<file path="src/design/abpu_pkg.sv">
package abpu_pkg;

  // ----------------------------------------------------------------
  // Register window and offsets
  // ----------------------------------------------------------------
  localparam logic [15:0] WINDOW_TAG     = 16'hff00;
  localparam logic [31:0] OFF_STATUS     = 32'hff000010;
  localparam logic [31:0] OFF_CH0_ADDR   = 32'hff000020;
  localparam logic [31:0] OFF_CH0_CTRL   = 32'hff000024;
  localparam logic [31:0] OFF_CH0_MASK   = 32'hff000028;
  localparam logic [31:0] OFF_CH1_ADDR   = 32'hff000030;
  localparam logic [31:0] OFF_CH1_CTRL   = 32'hff000034;
  localparam logic [31:0] OFF_CH1_MASK   = 32'hff000038;

  // ----------------------------------------------------------------
  // Decode codes
  // ----------------------------------------------------------------
  localparam logic [2:0] SEL_NONE   = 3'h0;
  localparam logic [2:0] SEL_STATUS = 3'h1;
  localparam logic [2:0] SEL_ADDR0  = 3'h2;
  localparam logic [2:0] SEL_CTRL0  = 3'h3;
  localparam logic [2:0] SEL_MASK0  = 3'h4;
  localparam logic [2:0] SEL_ADDR1  = 3'h5;
  localparam logic [2:0] SEL_CTRL1  = 3'h6;
  localparam logic [2:0] SEL_MASK1  = 3'h7;

  // ----------------------------------------------------------------
  // Field positions
  // ----------------------------------------------------------------
  localparam int FETCH_QUALIFY_BIT       = 9;
  localparam int WRITE_QUALIFY_BIT       = 8;
  localparam int READ_QUALIFY_BIT        = 7;
  localparam int USER_MODE_QUALIFY_BIT   = 6;
  localparam int KERNEL_MODE_QUALIFY_BIT = 5;
  localparam int EXCLUSIVE_SELECT_BIT    = 9;
  localparam int MASTER_ENABLE_BIT       = 8;
  localparam int ADDR_LSB                = 2;

  // ----------------------------------------------------------------
  // Writable bits and reset values
  // ----------------------------------------------------------------
  localparam logic [31:0] ADDR_WMASK   = 32'hfffffffc;
  localparam logic [31:0] CTRL_WMASK   = 32'h000003e0;
  localparam logic [31:0] STATUS_WMASK = 32'h00000303;
  localparam logic [31:0] RESET_WORD   = 32'h00000000;
  localparam logic [1:0]  FLAGS_RESET  = 2'h0;

endpackage

</file>
<file path="src/design/abpu_chan.sv">
`timescale 1ns/1ns

module abpu_chan (
  input  wire logic [31:0] match_address,
  input  wire logic [31:0] compare_mask,
  input  wire logic [31:0] qualifier_control,
  input  wire logic [31:0] acc_addr,
  input  wire logic        acc_fetch,
  input  wire logic        acc_read,
  input  wire logic        acc_write,
  input  wire logic        acc_user,
  output logic             hit
);

  logic addr_eq;
  logic type_ok;
  logic mode_ok;

  // ----------------------------------------------------------------
  // Masked compare, bits 31:2 only
  // ----------------------------------------------------------------
  assign addr_eq = ((acc_addr[31:abpu_pkg::ADDR_LSB] ^ match_address[31:abpu_pkg::ADDR_LSB])
                    & compare_mask[31:abpu_pkg::ADDR_LSB]) == '0;

  assign type_ok = (acc_fetch & qualifier_control[abpu_pkg::FETCH_QUALIFY_BIT])
                 | (acc_write & qualifier_control[abpu_pkg::WRITE_QUALIFY_BIT])
                 | (acc_read  & qualifier_control[abpu_pkg::READ_QUALIFY_BIT]);

  assign mode_ok = (acc_user  & qualifier_control[abpu_pkg::USER_MODE_QUALIFY_BIT])
                 | (!acc_user & qualifier_control[abpu_pkg::KERNEL_MODE_QUALIFY_BIT]);

  assign hit = addr_eq & type_ok & mode_ok;

endmodule

</file>
<file path="src/design/abpu_top.sv">
`timescale 1ns/1ns

//
// Contract
// - Two channels, each a break address over bits 31:2, compared to virtual address.
// - Only mask bits set to one take part in the compare.
// - Unused register bits read zero and ignore writes.
// - Control bit 9 enables compare on instruction fetches.
// - Control bit 8 enables compare on data writes.
// - Control bit 7 enables compare on data reads.
// - Control bit 6 enables compare in user mode.
// - Control bit 5 enables compare in kernel mode.
// - Any mix of the five qualifier bits may be set together.
// - Status bit 9 set: request only when exactly one channel matches.
// - Status bit 9 clear: request when either or both channels match.
// - Status bit 8 enables requests and resets to zero.
// - On an exception, status bits 1:0 load the per-channel match results.
// - Match flags hold while the master enable is zero.
// - Match flags hold in exclusive mode when both channels match.
// - Writing zero to a match flag clears it.
// - Fetch or read violation reports the load refill exception.
// - Store violation reports the store refill exception.
// - Higher priority event wins, but match flags are still set.
// - Seven registers decoded at their kernel space addresses.
// - Window accesses ignore external acknowledge and bus error inputs.
module abpu_top #(
  parameter int NUM_CHAN = 2
) (
  input  wire logic        CLK,
  input  wire logic        RST,
  input  wire logic        ACC_VALID,
  input  wire logic [31:0] ACC_ADDR,
  input  wire logic        ACC_FETCH,
  input  wire logic        ACC_READ,
  input  wire logic        ACC_WRITE,
  input  wire logic        ACC_USER,
  input  wire logic [31:0] ACC_WDATA,
  input  wire logic        PRIO_EVENT,
  output logic             LOAD_REFILL_EXC,
  output logic             STORE_REFILL_EXC,
  output logic             EXT_RESP_IGNORE,
  output logic [31:0]      REG_RDATA,
  output logic             REG_RVALID
);

  // ----------------------------------------------------------------
  // Elaboration check
  // ----------------------------------------------------------------
  if (NUM_CHAN != 2) begin : g_bad_chan
    $error("abpu_top serves exactly two channels");
  end

  // ----------------------------------------------------------------
  // Decode
  // ----------------------------------------------------------------
  function automatic logic [2:0] reg_sel(input logic [31:0] a);
    logic [2:0] s;
    s = abpu_pkg::SEL_NONE;
    case (a)
      abpu_pkg::OFF_STATUS:   s = abpu_pkg::SEL_STATUS;
      abpu_pkg::OFF_CH0_ADDR: s = abpu_pkg::SEL_ADDR0;
      abpu_pkg::OFF_CH0_CTRL: s = abpu_pkg::SEL_CTRL0;
      abpu_pkg::OFF_CH0_MASK: s = abpu_pkg::SEL_MASK0;
      abpu_pkg::OFF_CH1_ADDR: s = abpu_pkg::SEL_ADDR1;
      abpu_pkg::OFF_CH1_CTRL: s = abpu_pkg::SEL_CTRL1;
      abpu_pkg::OFF_CH1_MASK: s = abpu_pkg::SEL_MASK1;
      default:                s = abpu_pkg::SEL_NONE;
    endcase
    return s;
  endfunction

  logic [31:0] addr_r   [2];
  logic [31:0] ctrl_r   [2];
  logic [31:0] mask_r   [2];
  logic        excl_r;
  logic        men_r;
  logic [1:0]  flags_r;
  logic [1:0]  flags_nxt;
  logic [1:0]  hit_vec;
  logic        in_window;
  logic        wr_any;
  logic        rd_any;
  logic [2:0]  wsel;
  logic [2:0]  rsel;
  logic        st_wr;
  logic        any_hit;
  logic        req;
  logic [31:0] status_word;
  logic [31:0] rd_word;

  assign in_window = ACC_VALID && (ACC_ADDR[31:16] == abpu_pkg::WINDOW_TAG);
  assign wr_any    = in_window && ACC_WRITE;
  assign rd_any    = in_window && ACC_READ;
  assign wsel      = wr_any ? reg_sel(ACC_ADDR) : abpu_pkg::SEL_NONE;
  assign rsel      = reg_sel(ACC_ADDR);
  assign st_wr     = (wsel == abpu_pkg::SEL_STATUS);

  // Window traffic still runs the bus, but the reply comes from here
  assign EXT_RESP_IGNORE = in_window;

  // ----------------------------------------------------------------
  // Channel registers and comparators
  // ----------------------------------------------------------------
  for (genvar c = 0; c < 2; c++) begin : g_chan
    localparam logic [2:0] SA = (c == 0) ? abpu_pkg::SEL_ADDR0 : abpu_pkg::SEL_ADDR1;
    localparam logic [2:0] SC = (c == 0) ? abpu_pkg::SEL_CTRL0 : abpu_pkg::SEL_CTRL1;
    localparam logic [2:0] SM = (c == 0) ? abpu_pkg::SEL_MASK0 : abpu_pkg::SEL_MASK1;

    always_ff @(posedge CLK or posedge RST) begin
      if (RST) begin
        addr_r[c] <= abpu_pkg::RESET_WORD;
        ctrl_r[c] <= abpu_pkg::RESET_WORD;
        mask_r[c] <= abpu_pkg::RESET_WORD;
      end else begin
        // Unused bits never stored, so they read back zero
        if (wsel == SA) begin
          addr_r[c] <= ACC_WDATA & abpu_pkg::ADDR_WMASK;
        end
        if (wsel == SC) begin
          ctrl_r[c] <= ACC_WDATA & abpu_pkg::CTRL_WMASK;
        end
        if (wsel == SM) begin
          mask_r[c] <= ACC_WDATA & abpu_pkg::ADDR_WMASK;
        end
      end
    end

    abpu_chan u_chan (
      .match_address     (addr_r[c]),
      .compare_mask      (mask_r[c]),
      .qualifier_control (ctrl_r[c]),
      .acc_addr          (ACC_ADDR),
      .acc_fetch         (ACC_FETCH),
      .acc_read          (ACC_READ),
      .acc_write         (ACC_WRITE),
      .acc_user          (ACC_USER),
      .hit               (hit_vec[c])
    );
  end

  // ----------------------------------------------------------------
  // Exception request
  // ----------------------------------------------------------------
  assign any_hit = excl_r ? (hit_vec[0] ^ hit_vec[1])
                          : (hit_vec[0] | hit_vec[1]);
  assign req     = ACC_VALID && men_r && any_hit;

  // Higher priority event takes the core; status still records
  assign LOAD_REFILL_EXC  = req && !PRIO_EVENT && (ACC_FETCH || ACC_READ);
  assign STORE_REFILL_EXC = req && !PRIO_EVENT && ACC_WRITE;

  // ----------------------------------------------------------------
  // Status register
  // ----------------------------------------------------------------
  always_comb begin
    flags_nxt = flags_r;
    if (st_wr) begin
      flags_nxt = flags_r & ACC_WDATA[1:0];
    end
    // Load after the clear so a new event is never lost
    if (req) begin
      flags_nxt = hit_vec;
    end
  end

  always_ff @(posedge CLK or posedge RST) begin
    if (RST) begin
      excl_r <= 1'b0;
      men_r  <= 1'b0;
    end else if (st_wr) begin
      excl_r <= ACC_WDATA[abpu_pkg::EXCLUSIVE_SELECT_BIT];
      men_r  <= ACC_WDATA[abpu_pkg::MASTER_ENABLE_BIT];
    end
  end

  always_ff @(posedge CLK or posedge RST) begin
    if (RST) begin
      flags_r <= abpu_pkg::FLAGS_RESET;
    end else begin
      flags_r <= flags_nxt;
    end
  end

  // ----------------------------------------------------------------
  // Read path
  // ----------------------------------------------------------------
  always_comb begin
    status_word = abpu_pkg::RESET_WORD;
    status_word[abpu_pkg::EXCLUSIVE_SELECT_BIT] = excl_r;
    status_word[abpu_pkg::MASTER_ENABLE_BIT]    = men_r;
    status_word[1:0]                            = flags_r;
    case (rsel)
      abpu_pkg::SEL_STATUS: rd_word = status_word & abpu_pkg::STATUS_WMASK;
      abpu_pkg::SEL_ADDR0:  rd_word = addr_r[0];
      abpu_pkg::SEL_CTRL0:  rd_word = ctrl_r[0];
      abpu_pkg::SEL_MASK0:  rd_word = mask_r[0];
      abpu_pkg::SEL_ADDR1:  rd_word = addr_r[1];
      abpu_pkg::SEL_CTRL1:  rd_word = ctrl_r[1];
      abpu_pkg::SEL_MASK1:  rd_word = mask_r[1];
      default:              rd_word = abpu_pkg::RESET_WORD;
    endcase
  end

  always_ff @(posedge CLK or posedge RST) begin
    if (RST) begin
      REG_RDATA  <= abpu_pkg::RESET_WORD;
      REG_RVALID <= 1'b0;
    end else begin
      REG_RVALID <= rd_any;
      if (rd_any) begin
        REG_RDATA <= rd_word;
      end
    end
  end
endmodule

</file>
<file path="config.mk">
export PLATFORM = sky130hd
export DESIGN_NAME = abpu_top
export DESIGN_NICKNAME = d
export VERILOG_FILES = /design/src/design/abpu_pkg.sv /design/src/design/abpu_chan.sv /design/src/design/abpu_top.sv
export SDC_FILE = /design/constraint.sdc
export NUM_CORES = 1
export LEC_CHECK = 0
export BUFFER_PORTS_ARGS = -buffer_cell sky130_fd_sc_hd__buf_2
export CORE_UTILIZATION = 55
export CTS_CLUSTER_SIZE = 8
export DETAILED_ROUTE_END_ITERATION = 7
export GPL_ROUTABILITY_DRIVEN = 0
export PLACE_DENSITY = 0.78
export SLEW_MARGIN = 20
export SYNTH_ARGS = -nofsm -noshare
export SYNTH_HDL_FRONTEND = slang
export SYNTH_SLANG_ARGS = --single-unit
</file>
<file path="constraint.sdc">
create_clock -name CLK -period 10.6 [get_ports CLK]
set_input_delay 1.59 -clock CLK [delete_from_list [all_inputs] [get_ports CLK]]
set_output_delay 1.59 -clock CLK [all_outputs]
set_load 0.01 [all_outputs]
</file>
# Word-level counts from Yosys, hierarchy flattened
# Cells that the tools add are included.
[totals]
latchBits = 0
mem_bits_ro = 0
n_memories = 0
in_bits = 72
regBits = 167
output_inout_bits = 36
mem_bits_rw = 0
[op_classes]
div_mod_pow = 0
n_eq_ne = 22
n_reduce_logical = 14
addsub = 0
n_mul = 0
shifts = 0
n_mux = 6
n_bitwise = 27
magnitude_cmp = 0
[ops]
columns = ["cell", "n"]
rows = [
  ["$eq A32 B32 Y1 const B", 7],
  ["$pmux W32 S7", 1],
  ["$and A30 B30 Y30", 2],
  ["$logic_not A30 Y1", 2],
  ["$xor A30 B30 Y30", 2],
  ["$eq A3 B3 Y1 const B", 8],
  ["$pmux W3 S7", 1],
  ["$eq A16 B16 Y1 const B", 1],
  ["$and A1 B1 Y1", 14],
  ["$eq A3 B2 Y1 const B", 4],
  ["$logic_and A1 B1 Y1", 8],
  ["$or A1 B1 Y1", 7],
  ["$eq A3 B1 Y1 const B", 2],
  ["$mux W2", 2],
  ["$mux W3", 1],
  ["$and A2 B2 Y2", 1],
  ["$logic_not A1 Y1", 2],
  ["$reduce_bool A2 Y1", 1],
  ["$logic_or A1 B1 Y1", 1],
  ["$mux W1", 1],
  ["$xor A1 B1 Y1", 1],
]

# Depth between registers and ports, before layout
[depth]
word_depth = 10
mapped_depth = 12
ltp_nobuf = 11

# Cells and area by module
# Synthesis repeated with hierarchy kept, for this count alone.
[unflattened]
cells_unflattened = 694
hier_area_um2 = 8408.1
[modules_own_cells]
columns = ["mod", "n_inst", "area_per_inst_um2", "cells_each"]
rows = [
  ["abpu_top", 1, 7502.2, 588],
  ["abpu_chan", 2, 452.9, 53],
]

# Least setup slack after synthesis
# Ideal clock, no wire load.
[synth_path]
kind = "input port to output port"
from = "input port ACC_ADDR[3]"
to = "output port STORE_REFILL_EXC"
setup_slack_ns = 5.460
arrival_ns = 3.550
path_stages = 11
path_cell_list = "clkbuf_1 > xor2_1 > a22oi_1 > nand4_1 > nor4_1 > nand3_1 > ha_1 > nand2_1 > o21ai_0 > nand3_1 > nor3b_1"
[synth_via]
elab_chain_cells = 10
word_cells_on_any_way = 16
[synth_rtl]
columns = ["element", "line_no", "source"]
rows = [
  ["from (decl)", "abpu_top.sv:32", "input wire logic [31:0] ACC_ADDR,"],
  ["$xor A30 B30 Y30", "abpu_chan.sv:22", "assign addr_eq = ((acc_addr[31:abpu_pkg::ADDR_LSB] ^ match_address[31:abpu_pkg::ADDR_LSB])"],
  ["$and A30 B30 Y30", "abpu_chan.sv:23", "& compare_mask[31:abpu_pkg::ADDR_LSB]) == '0;"],
  ["$logic_not A30 Y1", "abpu_chan.sv:22", ""],
  ["$and A1 B1 Y1 (2 in series)", "abpu_chan.sv:32", "assign hit = addr_eq & type_ok & mode_ok;"],
  ["$or A1 B1 Y1 / $xor A1 B1 Y1 (equally long branches)", "abpu_top.sv:145, abpu_top.sv:144", ""],
  ["$mux W1 *", "abpu_top.sv:144", "assign any_hit = excl_r ? (hit_vec[0] ^ hit_vec[1])"],
  ["$logic_and A1 B1 Y1 *", "abpu_top.sv:146", "assign req = ACC_VALID && men_r && any_hit;"],
  ["$logic_and A1 B1 Y1 * (2 in series)", "abpu_top.sv:150", "assign STORE_REFILL_EXC = req && !PRIO_EVENT && ACC_WRITE;"],
  ["to (decl)", "abpu_top.sv:40", "output logic STORE_REFILL_EXC,"],
]
# Mark *: on every way between the ends. The rest lies on a longest branch, timed or not.

# Final worst setup path
[layout_path]
from = "input port ACC_ADDR[28]"
to = "output port STORE_REFILL_EXC"
# The elaborated chain is that of the path after synthesis.

==> metrics.csv <==
stage,metric,value,unit
logic_synthesis,register bit total from synthesis,167,
detailed_routing,final routed DRC violation total,0,
logic_synthesis,"Seq/Total Area, Yosys",0.5055,
cts,CTS H-Tree Depth,4,
worst_setup_path,crit-path cells,buf_2 -> xor2_1 -> a221oi_1 -> nand2_1 -> nor4_1 -> nand3_1 -> ha_1 -> nand2_1 -> o21ai_0 -> nand3_1 -> nor3b_1 -> buf_2,
worst_setup_path,crit-path leading delay family,simple AND/OR/NAND/NOR gates,
sta,Tmin final,5.766,ns
sta,final hold vios,0,
place,Post-Place Setup Slack,4.901,ns
detailed_routing,remaining antenna violation count,0,
logic_synthesis,post-synth top area share,0.5055,
sta,worst hold slack,0.4718,ns
layout,post-route cell area,0.009490,mm2
logic_synthesis,Yosys warnings,0,
sta,Fmax,0.1734,GHz
logic_synthesis,cell taking the most area after synthesis,dfrtp_1,
pwr,Max VDD drop,0.1200,mV
worst_setup_path,Worst setup EP type,primary output,
cts,clk_lat worst skew,0.43,ns
layout,layout cells sized above 1,0.3270,
worst_setup_path,WS Path Type,in2out,
die,IO Pins,108,
global_route,initial antenna violation count,0,
layout,Final #Nets,857,
global_route,vias in the first global route,6678,
place,Post-DP Area,0.008947,mm2
global_route,gr ovfl total,0,
worst_setup_path,Critical Path Fanout Max,6,
cts,Longest Clk Path Bufs,2,
sta,final setup skew,0.009536,ns
worst_hold_path,worst hold path startpoint,REG_RDATA[17],
worst_setup_path,nature of the critical path startpoint,input pin,
logic_synthesis,synthesized cell area,0.008267,mm2
sta,slew at the pin with the worst max-slew slack,1.109,ns
status,status,completed,
logic_synthesis,post-synthesis cell count,683,
worst_setup_path,CP peak stage delay,0.46,ns
worst_setup_path,CP Launch Point,ACC_ADDR[28],
logic_synthesis,Synth async-reset ratio,1.000,
logic_synthesis,synth top area cells,"dfrtp_1, mux2_2, xor2_1",
detailed_routing,DR WL/cell,24.09,um
layout,synth-to-layout area growth,14.80,%
sta,final period utilization,0.5439,
sta,final setup vio count,0,
place,DP Wirelength,15560,um
sta,RSZ-0062 raised after global routing,no,
logic_synthesis,Post-synth EDFFs,0,
worst_setup_path,WP buf/inv,2,
die,DIE HEIGHT,124.6,um
detailed_routing,Iteration-0 DRC Markers,759,
die,DIE AREA,0.01553,mm2
die,initial core utilization,0.5666,
detailed_routing,WL final,23580,um
place,Port Buffers,107,
layout,fill count,1095,
detailed_routing,DR vias,6440,
die,FP Rows,44,
pwr,Pleak,4.841,nW
sta,Sum Neg Setup Slack,0,ns
cts,post_cts resized,0,
sta,max-slew violations,0,
cts,Hold Buf Count CTS,0,
die,Core Area,0.01459,mm2
logic_synthesis,most instantiated library cell after synthesis,dfrtp_1,
detailed_routing,vias per cell,6.578,
detailed_routing,Pre-antenna DRT Iters,6,
die,die width,124.6,um
layout,n_diodes,0,
logic_synthesis,Post-Syn Nets,756,
worst_hold_path,worst min-delay path class,reg2reg,
worst_setup_path,crit path DAT,4.18,ns
cts,Worst-path clk slew,0.06,ns
logic_synthesis,"Top FF cell, synth",dfrtp_1,
cts,Root Buffer,clkbuf_16,
sta,post-route worst setup slack,4.834,ns
worst_setup_path,RR Startpoint,addr_r[28],
logic_synthesis,Avg Synthesized Cell Area,12.10,um2
global_route,Total GRT Usage,0.3165,
global_route,first-pass GRT wire length,37250,um
cts,setup repair bufs after CTS,0,
run,Max-cap violations,0,
cts,Sink Count,167,
pwr,total power divided by cell area,134.0,mW/mm2
logic_synthesis,Synth top cells by count,"dfrtp_1, mux2_2, xor2_1",
cts,CTS tree,yes,
global_route,largest net degree at the start of global routing,88,
sta,slew margin rel.,0.2578,
logic_synthesis,Yosys cell types,49,
worst_setup_path,critical path's slowest cell,nor4_1,
worst_setup_path,"Req. time, crit path",9.01,ns
cts,Num CTS Buffers,17,
==> sequential cells by signal, summed over array words and instances, names as in the netlist <==
name and cells:
ctrl_r 10, addr_r 60, excl_r 1, REG_RVALID 1
men_r 1, flags_r 2, mask_r 60, REG_RDATA 32
==> final timing paths <==
kind / to / slack [ns] / cells after the start
worst max-delay path: STORE_REFILL_EXC / 4.83 / 12
worst min-delay path: REG_RDATA[17] / 0.47 / 1
worst min register to register: REG_RDATA[17] / 0.47 / 1
worst max register to register: flags_r[0] / 7.76 / 11
min in group asynchronous: addr_r[35] / 1.29 / 2
max in group asynchronous: mask_r[9] / 8.02 / 3
==> cell families after synthesis <==
| family | after synthesis | share of synthesized area |
|---|---|---|
| AOI/OAI and AO/OA | 141 | 0.1237 |
| xor gates and xnor gates | 62 | 0.06569 |
| adders and majority gates | 1 | 0.001513 |
| buffers and inverters | 40 | 0.02512 |
| DFF | 167 | 0.5055 |
| muxes | 138 | 0.1875 |
| and+or+nand+nor | 134 | 0.09096 |
==> layout by cell type (no fill, tap or decap), types with 4 or more instances in the layout <==
cell type	n
a21o_1	25
a221oi_1	4
a22oi_1	53
a31oi_1	27
and2_1	5
buf_2	107
buf_4	11
clkbuf_16	17
clkinv_2	4
dfrtp_1	167
mux2_1	33
mux2_2	102
nand2_1	23
nand3_1	59
nand4_1	9
nor2_1	6
nor3_2	5
nor4_1	7
o21ai_0	10
xor2_1	62
==> where the power goes <==
part           switching [mW]  internal, mW  total (mW)  leakage [nW]
Combinational          0.0400        0.0168      0.0568          2.24
Sequential      0.00000000588         0.637       0.637          2.33
Clock                   0.246         0.332       0.578         0.266
Total                   0.286         0.986        1.27          4.84
==> area by class of cell <==
cell class | instances | area (um2) | area share
clock buffer | 22 | 464.2 | 0.04891
clock inverter | 8 | 75.07 | 0.007910
inverter | 3 | 16.27 | 0.001714
multi-input combinational | 476 | 3896 | 0.4105
sequential | 167 | 4179 | 0.4403
tap | 184 | 230.2 | 0.02426
timing repair buffer | 119 | 629.4 | 0.06632
==> worst register-to-register path, cell delays in order (launching register included) <==
cell and delay (ns):
dfrtp_1 0.40, xor2_1 0.18, a221oi_1 0.42, nand2_1 0.12, nor4_1 0.46, nand3_1 0.26, ha_1 0.35, nand2_1 0.04
o21ai_0 0.06, nand3_1 0.19, o211ai_1 0.14, o21ai_0 0.11
==> metrics by stage <==
stage	power [mW]	cells	utilization
after floorplan	0.6716	683	-
after global placement	0.7034	949	0.6133
after detailed placement	0.7047	949	0.6133
after CTS	1.278	979	0.6503
after global routing	1.307	979	0.6505
final	1.272	979	0.6505
==> metal layers <==
metal / GRT usage / share of wire / routed length, um / vias to the layer above
met1: 0.4109 / 0.40 / 9456 / 3212
li1: - / - / - / 2782
met3: 0.07818 / 0.091 / 2141 / 74
met4: 0.1389 / 0.034 / 806 / 0
met2: 0.5034 / 0.47 / 11180 / 372
met5: 0 / 0 / 0 / -
Note: power is estimated with default switching activity, not from simulation.
